===== config.mk =====
export PLATFORM = sky130hd
export DESIGN_NAME = timer8_channel
export DESIGN_NICKNAME = d
export VERILOG_FILES = /design/src/logic/timer8_pkg.sv /design/src/logic/timer8_channel.sv
export SDC_FILE = /design/constraint.sdc
export NUM_CORES = 1
export LEC_CHECK = 0
export BUFFER_PORTS_ARGS = -buffer_cell sky130_fd_sc_hd__buf_4
export CAP_MARGIN = 20
export CORE_MARGIN = 4
export CORE_UTILIZATION = 60
export CTS_BUF_LIST = sky130_fd_sc_hd__clkbuf_2
export DETAILED_ROUTE_END_ITERATION = 12
export GPL_ROUTABILITY_DRIVEN = 1
export GPL_TIMING_DRIVEN = 0
export PLACE_DENSITY = 0.91
export SYNTH_ARGS = -nofsm -noshare
export SYNTH_HDL_FRONTEND = slang
export SYNTH_SLANG_ARGS = --single-unit

===== constraint.sdc =====
create_clock -name core_clk -period 7.9 [get_ports core_clk]
set_input_delay 0.79 -clock core_clk [delete_from_list [all_inputs] [get_ports core_clk]]
set_output_delay 0.79 -clock core_clk [all_outputs]
set_load 0.005 [all_outputs]

===== src/logic/timer8_pkg.sv =====
// package: register map, field positions, reset values, state record
// assumes a 32-bit apb slave with one register per aligned word
package timer8_pkg;
  // byte offsets of the register words
  localparam logic [7:0] OFS_CONTROL = 8'h00;
  localparam logic [7:0] OFS_STATUS = 8'h04;
  localparam logic [7:0] OFS_CONST_A = 8'h08;
  localparam logic [7:0] OFS_CONST_B = 8'h0C;
  localparam logic [7:0] OFS_COUNT = 8'h10;
  localparam logic [7:0] OFS_VARIANT = 8'h14;
  // status/output control field positions
  localparam int POS_FLAG_B = 7;
  localparam int POS_FLAG_A = 6;
  localparam int POS_OVF = 5;
  localparam int POS_PWM = 4;
  // control register field positions
  localparam int POS_CLR_LO = 3;
  localparam int POS_CKS_LO = 0;
  // reset values
  localparam logic [7:0] RST_CONTROL = 8'h00;
  localparam logic [7:0] RST_STATUS = 8'h00;
  localparam logic [7:0] RST_CONST = 8'hFF;
  localparam logic [7:0] RST_COUNT = 8'h00;
  localparam logic [1:0] RST_VARIANT = 2'h0;
  // prescaler width covers the largest divide, 2048
  localparam int PRE_W = 11;
  // output actions
  localparam logic [1:0] ACT_NONE = 2'h0;
  localparam logic [1:0] ACT_LOW = 2'h1;
  localparam logic [1:0] ACT_HIGH = 2'h2;
  localparam logic [1:0] ACT_TOGGLE = 2'h3;
  // clear selections
  localparam logic [1:0] CLR_NEVER = 2'h0;
  localparam logic [1:0] CLR_MATCH_A = 2'h1;
  localparam logic [1:0] CLR_MATCH_B = 2'h2;
  localparam logic [1:0] CLR_PIN = 2'h3;

  // whole channel state, registered as one record
  typedef struct packed {
    logic [7:0] control;     // clear select, clock select
    logic [2:0] flags;       // b, a, overflow
    logic [2:0] armed;       // flags seen as one by a read
    logic pwmEnable;         // pwm mode
    logic [3:0] outSel;      // b action hi, a action lo
    logic [7:0] constantA;   // compare a
    logic [7:0] compareB;    // active compare b
    logic [7:0] bufferB;     // software copy of constant b
    logic [7:0] countValue;  // counter
    logic [1:0] variant;     // prescale variant bits ch1, ch0
    logic [PRE_W-1:0] prescale; // free running divider
    logic preLevel;          // last selected divider level
    logic [2:0] cntSync;     // count pin synchroniser
    logic cntLevel;          // filtered count pin level
    logic [2:0] clrSync;     // clear pin synchroniser
    logic clrLevel;          // filtered clear pin level
    logic outLevel;          // timer output level
    logic [31:0] rdata;      // read data
  } state_t;
endpackage


===== src/logic/timer8_channel.sv =====
// one 8-bit timer channel: clock select, compare, flags, output
// assumes an apb master on core_clk and asynchronous pins
`timescale 1ns/1ps
module timer8_channel #(
  parameter int CHANNEL = 0 // 0 or 1, picks prescale table
) (
  input wire logic core_clk,        // system clock, 25 MHz
  input wire logic sys_rst,         // async reset, active high
  input wire logic clkEn,           // freezes all state when low
  input wire logic standby,         // standby entry, reinitialises
  input wire logic [7:0] paddr,     // apb byte address
  input wire logic psel,            // apb select
  input wire logic penable,         // apb access phase
  input wire logic pwrite,          // apb direction
  input wire logic [31:0] pwdata,   // apb write data
  input wire logic [3:0] pstrb,     // apb byte strobes
  output logic [31:0] prdata,       // apb read data
  output logic pready,              // apb ready
  output logic pslverr,             // apb error, unmapped address
  input wire logic externalCountInput, // external clock pin
  input wire logic externalClearInput, // external counter clear pin
  output logic timerOutputPin,      // timer output level
  output logic timerOutputActive    // output enabled
);
  timer8_pkg::state_t s;      // current state
  timer8_pkg::state_t next_s; // next state

  // bus decode
  logic setup;
  logic access;
  logic wrEn;
  logic mapped;
  // write hits per register
  logic wrCtl;
  logic wrSts;
  logic wrA;
  logic wrB;
  logic wrCnt;
  logic wrVar;
  // counting
  logic [2:0] cks;
  logic [1:0] clrSel;
  logic variantBit;
  logic selLevel;
  logic tick;
  logic extRise;
  logic extFall;
  logic clrRise;
  logic matchA;
  logic matchB;
  logic [7:0] countAhead; // counter value after this cycle's tick
  logic pwmB;             // pwm duty edge: entering constant b
  logic satur;
  logic clearCnt;
  logic [1:0] actA;
  logic [1:0] actB;
  logic [1:0] act;

  // apply one action to a level
  function automatic logic applyAct(input logic [1:0] a,
                                    input logic lvl);
    logic r;
    r = lvl;
    case (a)
      timer8_pkg::ACT_LOW: r = 1'b0;
      timer8_pkg::ACT_HIGH: r = 1'b1;
      timer8_pkg::ACT_TOGGLE: r = ~lvl;
      default: r = lvl;
    endcase
    return r;
  endfunction

  // apb phases; zero wait states, stalled while frozen
  always_comb begin
    setup = psel & ~penable;
    access = psel & penable & clkEn;
    wrEn = access & pwrite & pstrb[0];
    mapped = (paddr == timer8_pkg::OFS_CONTROL) ||
             (paddr == timer8_pkg::OFS_STATUS) ||
             (paddr == timer8_pkg::OFS_CONST_A) ||
             (paddr == timer8_pkg::OFS_CONST_B) ||
             (paddr == timer8_pkg::OFS_COUNT) ||
             (paddr == timer8_pkg::OFS_VARIANT);
    wrCtl = wrEn & (paddr == timer8_pkg::OFS_CONTROL);
    wrSts = wrEn & (paddr == timer8_pkg::OFS_STATUS);
    wrA = wrEn & (paddr == timer8_pkg::OFS_CONST_A);
    wrB = wrEn & (paddr == timer8_pkg::OFS_CONST_B);
    wrCnt = wrEn & (paddr == timer8_pkg::OFS_COUNT);
    wrVar = wrEn & (paddr == timer8_pkg::OFS_VARIANT);
  end

  // handshake outputs are combinational, data is registered
  always_comb begin
    pready = clkEn;
    pslverr = psel & penable & ~mapped;
    prdata = s.rdata;
    timerOutputPin = s.outLevel;
    timerOutputActive = (s.outSel != 4'h0);
  end

  // select the prescaler tap from clock select and variant
  always_comb begin
    cks = s.control[timer8_pkg::POS_CKS_LO +: 3];
    clrSel = s.control[timer8_pkg::POS_CLR_LO +: 2];
    variantBit = (CHANNEL == 0) ? s.variant[0] : s.variant[1];
    selLevel = 1'b0; // stopped and external codes feed no tap
    case (cks)
      3'h1: selLevel = variantBit ? s.prescale[0] // /2
                                  : s.prescale[2]; // /8
      3'h2: begin
        if (!variantBit) begin
          selLevel = s.prescale[5]; // /64
        end else if (CHANNEL == 0) begin
          selLevel = s.prescale[4]; // /32
        end else begin
          selLevel = s.prescale[6]; // /128
        end
      end
      3'h3: begin
        if (!variantBit) begin
          selLevel = s.prescale[9]; // /1024
        end else if (CHANNEL == 0) begin
          selLevel = s.prescale[7]; // /256
        end else begin
          selLevel = s.prescale[10]; // /2048
        end
      end
      default: selLevel = 1'b0;
    endcase
  end

  // edges from the filtered pin levels; second and third must agree
  always_comb begin
    extRise = (s.cntSync[1] == s.cntSync[2]) & s.cntSync[1] &
              ~s.cntLevel;
    extFall = (s.cntSync[1] == s.cntSync[2]) & ~s.cntSync[1] &
              s.cntLevel;
    clrRise = (s.clrSync[1] == s.clrSync[2]) & s.clrSync[1] &
              ~s.clrLevel;
    // one count pulse per core clock at most
    case (cks)
      3'h1, 3'h2, 3'h3: tick = s.preLevel & ~selLevel;
      3'h5: tick = extRise;
      3'h6: tick = extFall;
      3'h7: tick = extRise | extFall;
      default: tick = 1'b0; // codes 000 and 100
    endcase
  end

  // compare matches in the last state before the counter moves
  always_comb begin
    // pwm with a below b: b never matches, output saturates
    satur = s.pwmEnable & (s.constantA < s.compareB);
    // a write to a constant in this cycle masks its match
    matchA = tick & (s.countValue == s.constantA) & ~wrA;
    matchB = tick & (s.countValue == s.compareB) & ~wrB &
             ~satur;
    case (clrSel)
      timer8_pkg::CLR_MATCH_A: clearCnt = matchA;
      timer8_pkg::CLR_MATCH_B: clearCnt = matchB;
      timer8_pkg::CLR_PIN: clearCnt = clrRise;
      default: clearCnt = 1'b0; // never
    endcase
    // pwm ends the pulse on entering b, so the width is b periods
    countAhead = clearCnt ? timer8_pkg::RST_COUNT
                          : s.countValue + 8'h01;
    pwmB = tick & s.pwmEnable & ~satur & ~wrB &
           (countAhead == s.compareB);
  end

  // resolve the output action for this cycle
  always_comb begin
    actA = matchA ? s.outSel[1:0] : timer8_pkg::ACT_NONE;
    actB = (s.pwmEnable ? pwmB : matchB) ? s.outSel[3:2]
                                         : timer8_pkg::ACT_NONE;
    if (s.pwmEnable) begin
      // pwm: the b change wins when both fire
      act = (actB != timer8_pkg::ACT_NONE) ? actB : actA;
    end else if ((actA == timer8_pkg::ACT_TOGGLE) ||
                 (actB == timer8_pkg::ACT_TOGGLE)) begin
      act = timer8_pkg::ACT_TOGGLE;
    end else if ((actA == timer8_pkg::ACT_HIGH) ||
                 (actB == timer8_pkg::ACT_HIGH)) begin
      act = timer8_pkg::ACT_HIGH;
    end else if ((actA == timer8_pkg::ACT_LOW) ||
                 (actB == timer8_pkg::ACT_LOW)) begin
      act = timer8_pkg::ACT_LOW;
    end else begin
      act = timer8_pkg::ACT_NONE;
    end
  end

  // next state of the whole channel
  always_comb begin
    next_s = s;
    if (clkEn) begin
      // free running divider and selected tap history
      next_s.prescale = s.prescale + 1'b1;
      next_s.preLevel = selLevel; // a source change may count once
      // pin synchronisers; first stage only feeds the second
      next_s.cntSync = {s.cntSync[1:0], externalCountInput};
      next_s.clrSync = {s.clrSync[1:0], externalClearInput};
      if (s.cntSync[1] == s.cntSync[2]) begin
        next_s.cntLevel = s.cntSync[1];
      end
      if (s.clrSync[1] == s.clrSync[2]) begin
        next_s.clrLevel = s.clrSync[1];
      end

      // read data captured in the setup cycle
      if (setup & ~pwrite) begin
        case (paddr)
          timer8_pkg::OFS_CONTROL: next_s.rdata = {24'h0, s.control};
          timer8_pkg::OFS_STATUS:
            next_s.rdata = {24'h0, s.flags, s.pwmEnable, s.outSel};
          timer8_pkg::OFS_CONST_A: next_s.rdata = {24'h0, s.constantA};
          timer8_pkg::OFS_CONST_B: next_s.rdata = {24'h0, s.bufferB};
          timer8_pkg::OFS_COUNT: next_s.rdata = {24'h0, s.countValue};
          timer8_pkg::OFS_VARIANT: next_s.rdata = {30'h0, s.variant};
          default: next_s.rdata = 32'h0;
        endcase
      end

      // a completed status read arms the flags it saw as one
      if (access & ~pwrite & (paddr == timer8_pkg::OFS_STATUS)) begin
        next_s.armed = s.rdata[timer8_pkg::POS_OVF +: 3];
      end

      // software writes to plain fields
      if (wrCtl) begin
        next_s.control = pwdata[7:0];
      end
      if (wrVar) begin
        next_s.variant = pwdata[1:0];
      end
      if (wrA) begin
        next_s.constantA = pwdata[7:0];
      end
      if (wrB) begin
        next_s.bufferB = pwdata[7:0];
        if (!s.pwmEnable) begin
          next_s.compareB = pwdata[7:0]; // normal mode: direct
        end
      end
      if (wrSts) begin
        next_s.pwmEnable = pwdata[timer8_pkg::POS_PWM];
        next_s.outSel = pwdata[3:0];
        // writing one never sets; zero clears only armed flags
        next_s.flags = s.flags &
          ~(s.armed & ~pwdata[timer8_pkg::POS_OVF +: 3]);
        next_s.armed = 3'h0;
      end

      // pwm: buffered b moves across on match a
      if (s.pwmEnable & matchA) begin
        next_s.compareB = wrB ? pwdata[7:0] : s.bufferB;
      end

      // counter: clear beats write, write beats increment
      if (clearCnt) begin
        next_s.countValue = timer8_pkg::RST_COUNT;
      end else if (wrCnt) begin
        next_s.countValue = pwdata[7:0];
      end else if (tick) begin
        next_s.countValue = s.countValue + 1'b1;
      end

      // flags set in the event cycle; set wins over clear
      if (matchB) begin
        next_s.flags[2] = 1'b1;
      end
      if (matchA) begin
        next_s.flags[1] = 1'b1;
      end
      if (tick & ~clearCnt & ~wrCnt & (s.countValue == 8'hFF)) begin
        next_s.flags[0] = 1'b1;
      end

      // output follows the resolved action
      next_s.outLevel = applyAct(act, s.outLevel);

      // standby reinitialises the channel registers, all but variant
      if (standby) begin
        next_s.control = timer8_pkg::RST_CONTROL;
        next_s.flags = 3'h0;
        next_s.armed = 3'h0;
        next_s.pwmEnable = 1'b0;
        next_s.outSel = 4'h0;
        next_s.constantA = timer8_pkg::RST_CONST;
        next_s.compareB = timer8_pkg::RST_CONST;
        next_s.bufferB = timer8_pkg::RST_CONST;
        next_s.countValue = timer8_pkg::RST_COUNT;
        next_s.outLevel = 1'b0;
      end
    end
  end

  // state register; constants only under reset
  always_ff @(posedge core_clk or posedge sys_rst) begin
    if (sys_rst) begin
      s.control <= timer8_pkg::RST_CONTROL;
      s.flags <= 3'h0;
      s.armed <= 3'h0;
      s.pwmEnable <= 1'b0;
      s.outSel <= 4'h0;
      s.constantA <= timer8_pkg::RST_CONST;
      s.compareB <= timer8_pkg::RST_CONST;
      s.bufferB <= timer8_pkg::RST_CONST;
      s.countValue <= timer8_pkg::RST_COUNT;
      s.variant <= timer8_pkg::RST_VARIANT;
      s.prescale <= '0;
      s.preLevel <= 1'b0;
      s.cntSync <= 3'h0;
      s.cntLevel <= 1'b0;
      s.clrSync <= 3'h0;
      s.clrLevel <= 1'b0;
      s.outLevel <= 1'b0; // low until a match moves it
      s.rdata <= 32'h0;
    end else begin
      s <= next_s;
    end
  end
endmodule // timer8_channel


==> impl_metrics.env <==
export IMPL_clock_skew_ns=0.0238
export IMPL_start_util_pct=62.6
export IMPL_ff_latch_area_um2=2060
export IMPL_multiInputGateArea_um2=2810
export IMPL_num_rows=33
export IMPL_power_switching_mw=0.303
export IMPL_cts_setup_buffers=0
export IMPL_die_x_um=101
export IMPL_vdd_ir_drop_worst_v=0.000118
export IMPL_grt_pass1_vias=4125
export IMPL_hpwl_um=11100
export IMPL_clk_pin_slew_worst_paths_ns=0.24
export IMPL_synth_flop_cell="dfrtp_1"
export IMPL_fin_crit_sh_pct=57.6
export IMPL_clk_path_buf_depth=2
export IMPL_grt_pass1_wl_um=22400
export IMPL_htreeDepth=3
export IMPL_p_sw_share_pct=32.8
export IMPL_antenna_found_initial=0
export IMPL_overflow=0
export IMPL_synth_seq_cells=81
export IMPL_synth_area_um2=5230
export IMPL_yosysUniqueCellTypes=68
export IMPL_r2r_setup_slack_ns=3.35
export IMPL_crit_arrival_ns=5.06
export IMPL_fillers=686
export IMPL_worst_hold_slack_ns=0.168
export IMPL_grt_total_usage_pct=29.4
export IMPL_path_max_fanout=6
export IMPL_first_iter_violations=511
export IMPL_pwr_share_clk_pct=25.2
export IMPL_synth_edff_count=0
export IMPL_clk_latency_ns=0.57
export IMPL_worst_pin_slew_ns=0.803
export IMPL_fmax_mhz=220
export IMPL_grt_start_max_net_pins=54
export IMPL_yosysSeqAreaShare_pct=39.4
export IMPL_finish_utilization_pct=70.2
export IMPL_drv_cap=0
export IMPL_path_class="flip-flop to flip-flop"
export IMPL_ys_warn_count=0
export IMPL_rsz0062_at_grt="no"
export IMPL_crit_slowest_cell="o31ai_2"
export IMPL_seqPwrFrac_pct=54.9
export IMPL_vias=4585
export IMPL_core_area_um2=8340
export IMPL_drc=0
export IMPL_syn_avg_cell_area_um2=9.48
export IMPL_numCtsBuffers=9
export IMPL_status="finished, final reports clean"
export IMPL_cts_resized=0
export IMPL_crit_required_ns=8.41
export IMPL_cpPeakStageDelay_ns=0.63
export IMPL_slew_viol_final=0
export IMPL_portBuffers=35
export IMPL_tns_ns=0
export IMPL_hold_path_class="input pin to async pin"
export IMPL_p_per_area_nw_per_um2=158
export IMPL_cts_sinks=81
export IMPL_syn_inst=551
export IMPL_hold_violations=0
export IMPL_drive_gt1_share_pct=24.4
export IMPL_relSlewSlack_pct=46.0
export IMPL_cts_root_buffer="clkbuf_2"
export IMPL_io_pins=89
export IMPL_die_area_um2=10300
export IMPL_fin_nets=688
export IMPL_die_h_um=101
export IMPL_pwr_share_comb_pct=19.9
export IMPL_drtPass1Iterations=5
export IMPL_areaGrowthSynthToFinish_pct=12.0
export IMPL_detail_route_wl_per_cell_um=20.2
export IMPL_synthArstFlopShare_pct=100
export IMPL_via_per_inst=6.27
export IMPL_p_int_mw=0.619
export IMPL_end_kind="flip-flop"
export IMPL_leakage_nw=2.51
export IMPL_cts_tree="built"
export IMPL_cp_start_kind="flip-flop"
export IMPL_drtAntennaViolNets=0
export IMPL_globalplace_congestion=1.03
export IMPL_antennaDiodeCount=0
export IMPL_drt_wl_total_um=14700
export IMPL_setup_viol=0
export IMPL_fin_crit_ns=4.55
export IMPL_hold_buffers=0
export IMPL_worstPathCellList="inv_1 > ha_1 > nand2_1 > or4_1 > o211ai_2 > nand4_4 > o31ai_2 > a31oi_1 > nor3_1 > mux2i_1 > a21oi_1 > ha_1 > nor2_1 > o21ai_0 > o21ai_0 > a22o_1"
-- synth_stat cells (all sizes together), types with 2 or more instances --
master | instances | area share, %
a21oi | 25 | 2.4
o31ai | 5 | 0.81
buf | 41 | 5.5
nor2 | 43 | 3.2
xnor2 | 25 | 4.2
mux2i | 8 | 1.5
o2bb2ai | 3 | 0.50
or3 | 2 | 0.24
dfrtp | 57 | 27
nand4 | 15 | 2.4
nand3b | 2 | 0.29
ha | 14 | 3.4
o22ai | 5 | 0.60
o221ai | 2 | 0.34
inv | 23 | 1.7
nor2b | 4 | 0.48
clkbuf | 20 | 1.4
a22o | 12 | 2.0
a31oi | 4 | 0.48
and2 | 5 | 0.60
a22oi | 12 | 1.8
nand2 | 40 | 2.9
mux2 | 13 | 2.8
o22a | 9 | 1.5
dfstp | 24 | 12
and3 | 7 | 0.84
or4 | 3 | 0.50
o21ai | 48 | 4.6
o211ai | 3 | 0.62
nand2b | 4 | 0.48
nor3 | 15 | 1.5
a21o | 3 | 0.43
nor3b | 2 | 0.29
nand3 | 14 | 1.3
a32o | 3 | 0.57
mux4 | 8 | 3.4
xor2 | 6 | 1.0
nor4 | 4 | 0.60
-- flip-flops by register name (all words and copies together) (netlist names) --
name / flops
prdata: 8
s: 67
timerOutputPin: 1
clrSel: 2
cks: 3
-- stage by stage --
| step | total power [mW] | instance area (um^2) | cells | worst slack (ns) |
|---|---|---|---|---|
| floorplan | 0.627 | 5310 | 574 | 4.16 |
| global placement | 0.680 | 5710 | 714 | 3.53 |
| detailed placement | 0.692 | 5740 | 715 | 3.49 |
| CTS | 0.919 | 5850 | 731 | 3.43 |
| global route | 0.966 | 5850 | 731 | 3.11 |
| finish | 0.922 | 5850 | 731 | 3.35 |
-- final timing paths --
check / cells after the start / startpoint / endpoint
setup reg to reg: 16 / s[78]$_DFFE_PP1P_ / timerOutputPin$_DFFE_PP0P_
min in group core_clk: 2 / externalCountInput / s[38]$_DFFE_PP0P_
max in group asynchronous: 3 / sys_rst / s[63]$_DFFE_PP1P_
hold reg to reg: 1 / s[51]$_DFFE_PP0P_ / s[51]$_DFFE_PP0P_
setup / recovery: 16 / s[78]$_DFFE_PP1P_ / timerOutputPin$_DFFE_PP0P_
hold / removal: 2 / sys_rst / s[60]$_DFFE_PP0P_
-- metal layers --
layer  wire [um]  share of wire (%)  vias to the layer above  GRT usage [%]
met5           0                  0                        -              0
met4         446                3.0                        0           10.1
met3        1750                 12                       47           8.47
met2        6540                 44                      271           45.0
met1        6000                 41                     2171           40.3
li1            -                  -                     2096              -
-- critical path: cells and delay by family (launching register included) --
kind / cells / cell delay [ns]
compound gates: 7 / 1.76
mux: 1 / 0.21
fa+ha+maj: 2 / 0.66
simple gates: 5 / 1.16
flops: 1 / 0.61
buf+inv: 1 / 0.08
-- logic make-up after synthesis --
family | count (synthesis) | share of synthesized area (%)
AO/OA/AOI/OAI | 146 | 19.2
XOR/XNOR | 31 | 5.20
adder cells (fa/ha/maj) | 14 | 3.35
buffers and inverters | 84 | 8.60
flip-flops | 81 | 39.4
multiplexers | 29 | 7.78
other | 1 | 0.0718
AND/OR/NAND/NOR | 165 | 16.5
-- area by class of cell --
class | count | share of cell area (%)
multi-input cells | 409 | 47.9
inverters | 23 | 1.52
flip-flops and latches | 81 | 35.2
clock inverters | 6 | 1.13
plain buffers | 61 | 6.20
well taps | 105 | 2.25
clock buffers | 10 | 0.855
repair buffers | 36 | 4.96
-- placed cells by master, fill, tap and decap left out, drive strengths merged, types with 24 or more instances in the layout --
cell / n
a21oi: 25
buf: 77
clkbuf: 30
conb: 24
dfrtp: 57
dfstp: 24
inv: 25
nand2: 40
nor2: 43
o21ai: 48
xnor2: 25
-- power by group through the flow --
stage          clock [mW]  sequential, mW  combinational, mW
2_1_floorplan           0           0.497              0.131
3_3_place_gp            0           0.508              0.172
3_5_place_dp            0           0.512              0.181
4_1_cts             0.233           0.504              0.182
5_1_grt             0.252           0.511              0.204
6_report            0.232           0.506              0.184
(Power assumes the default switching activity.)
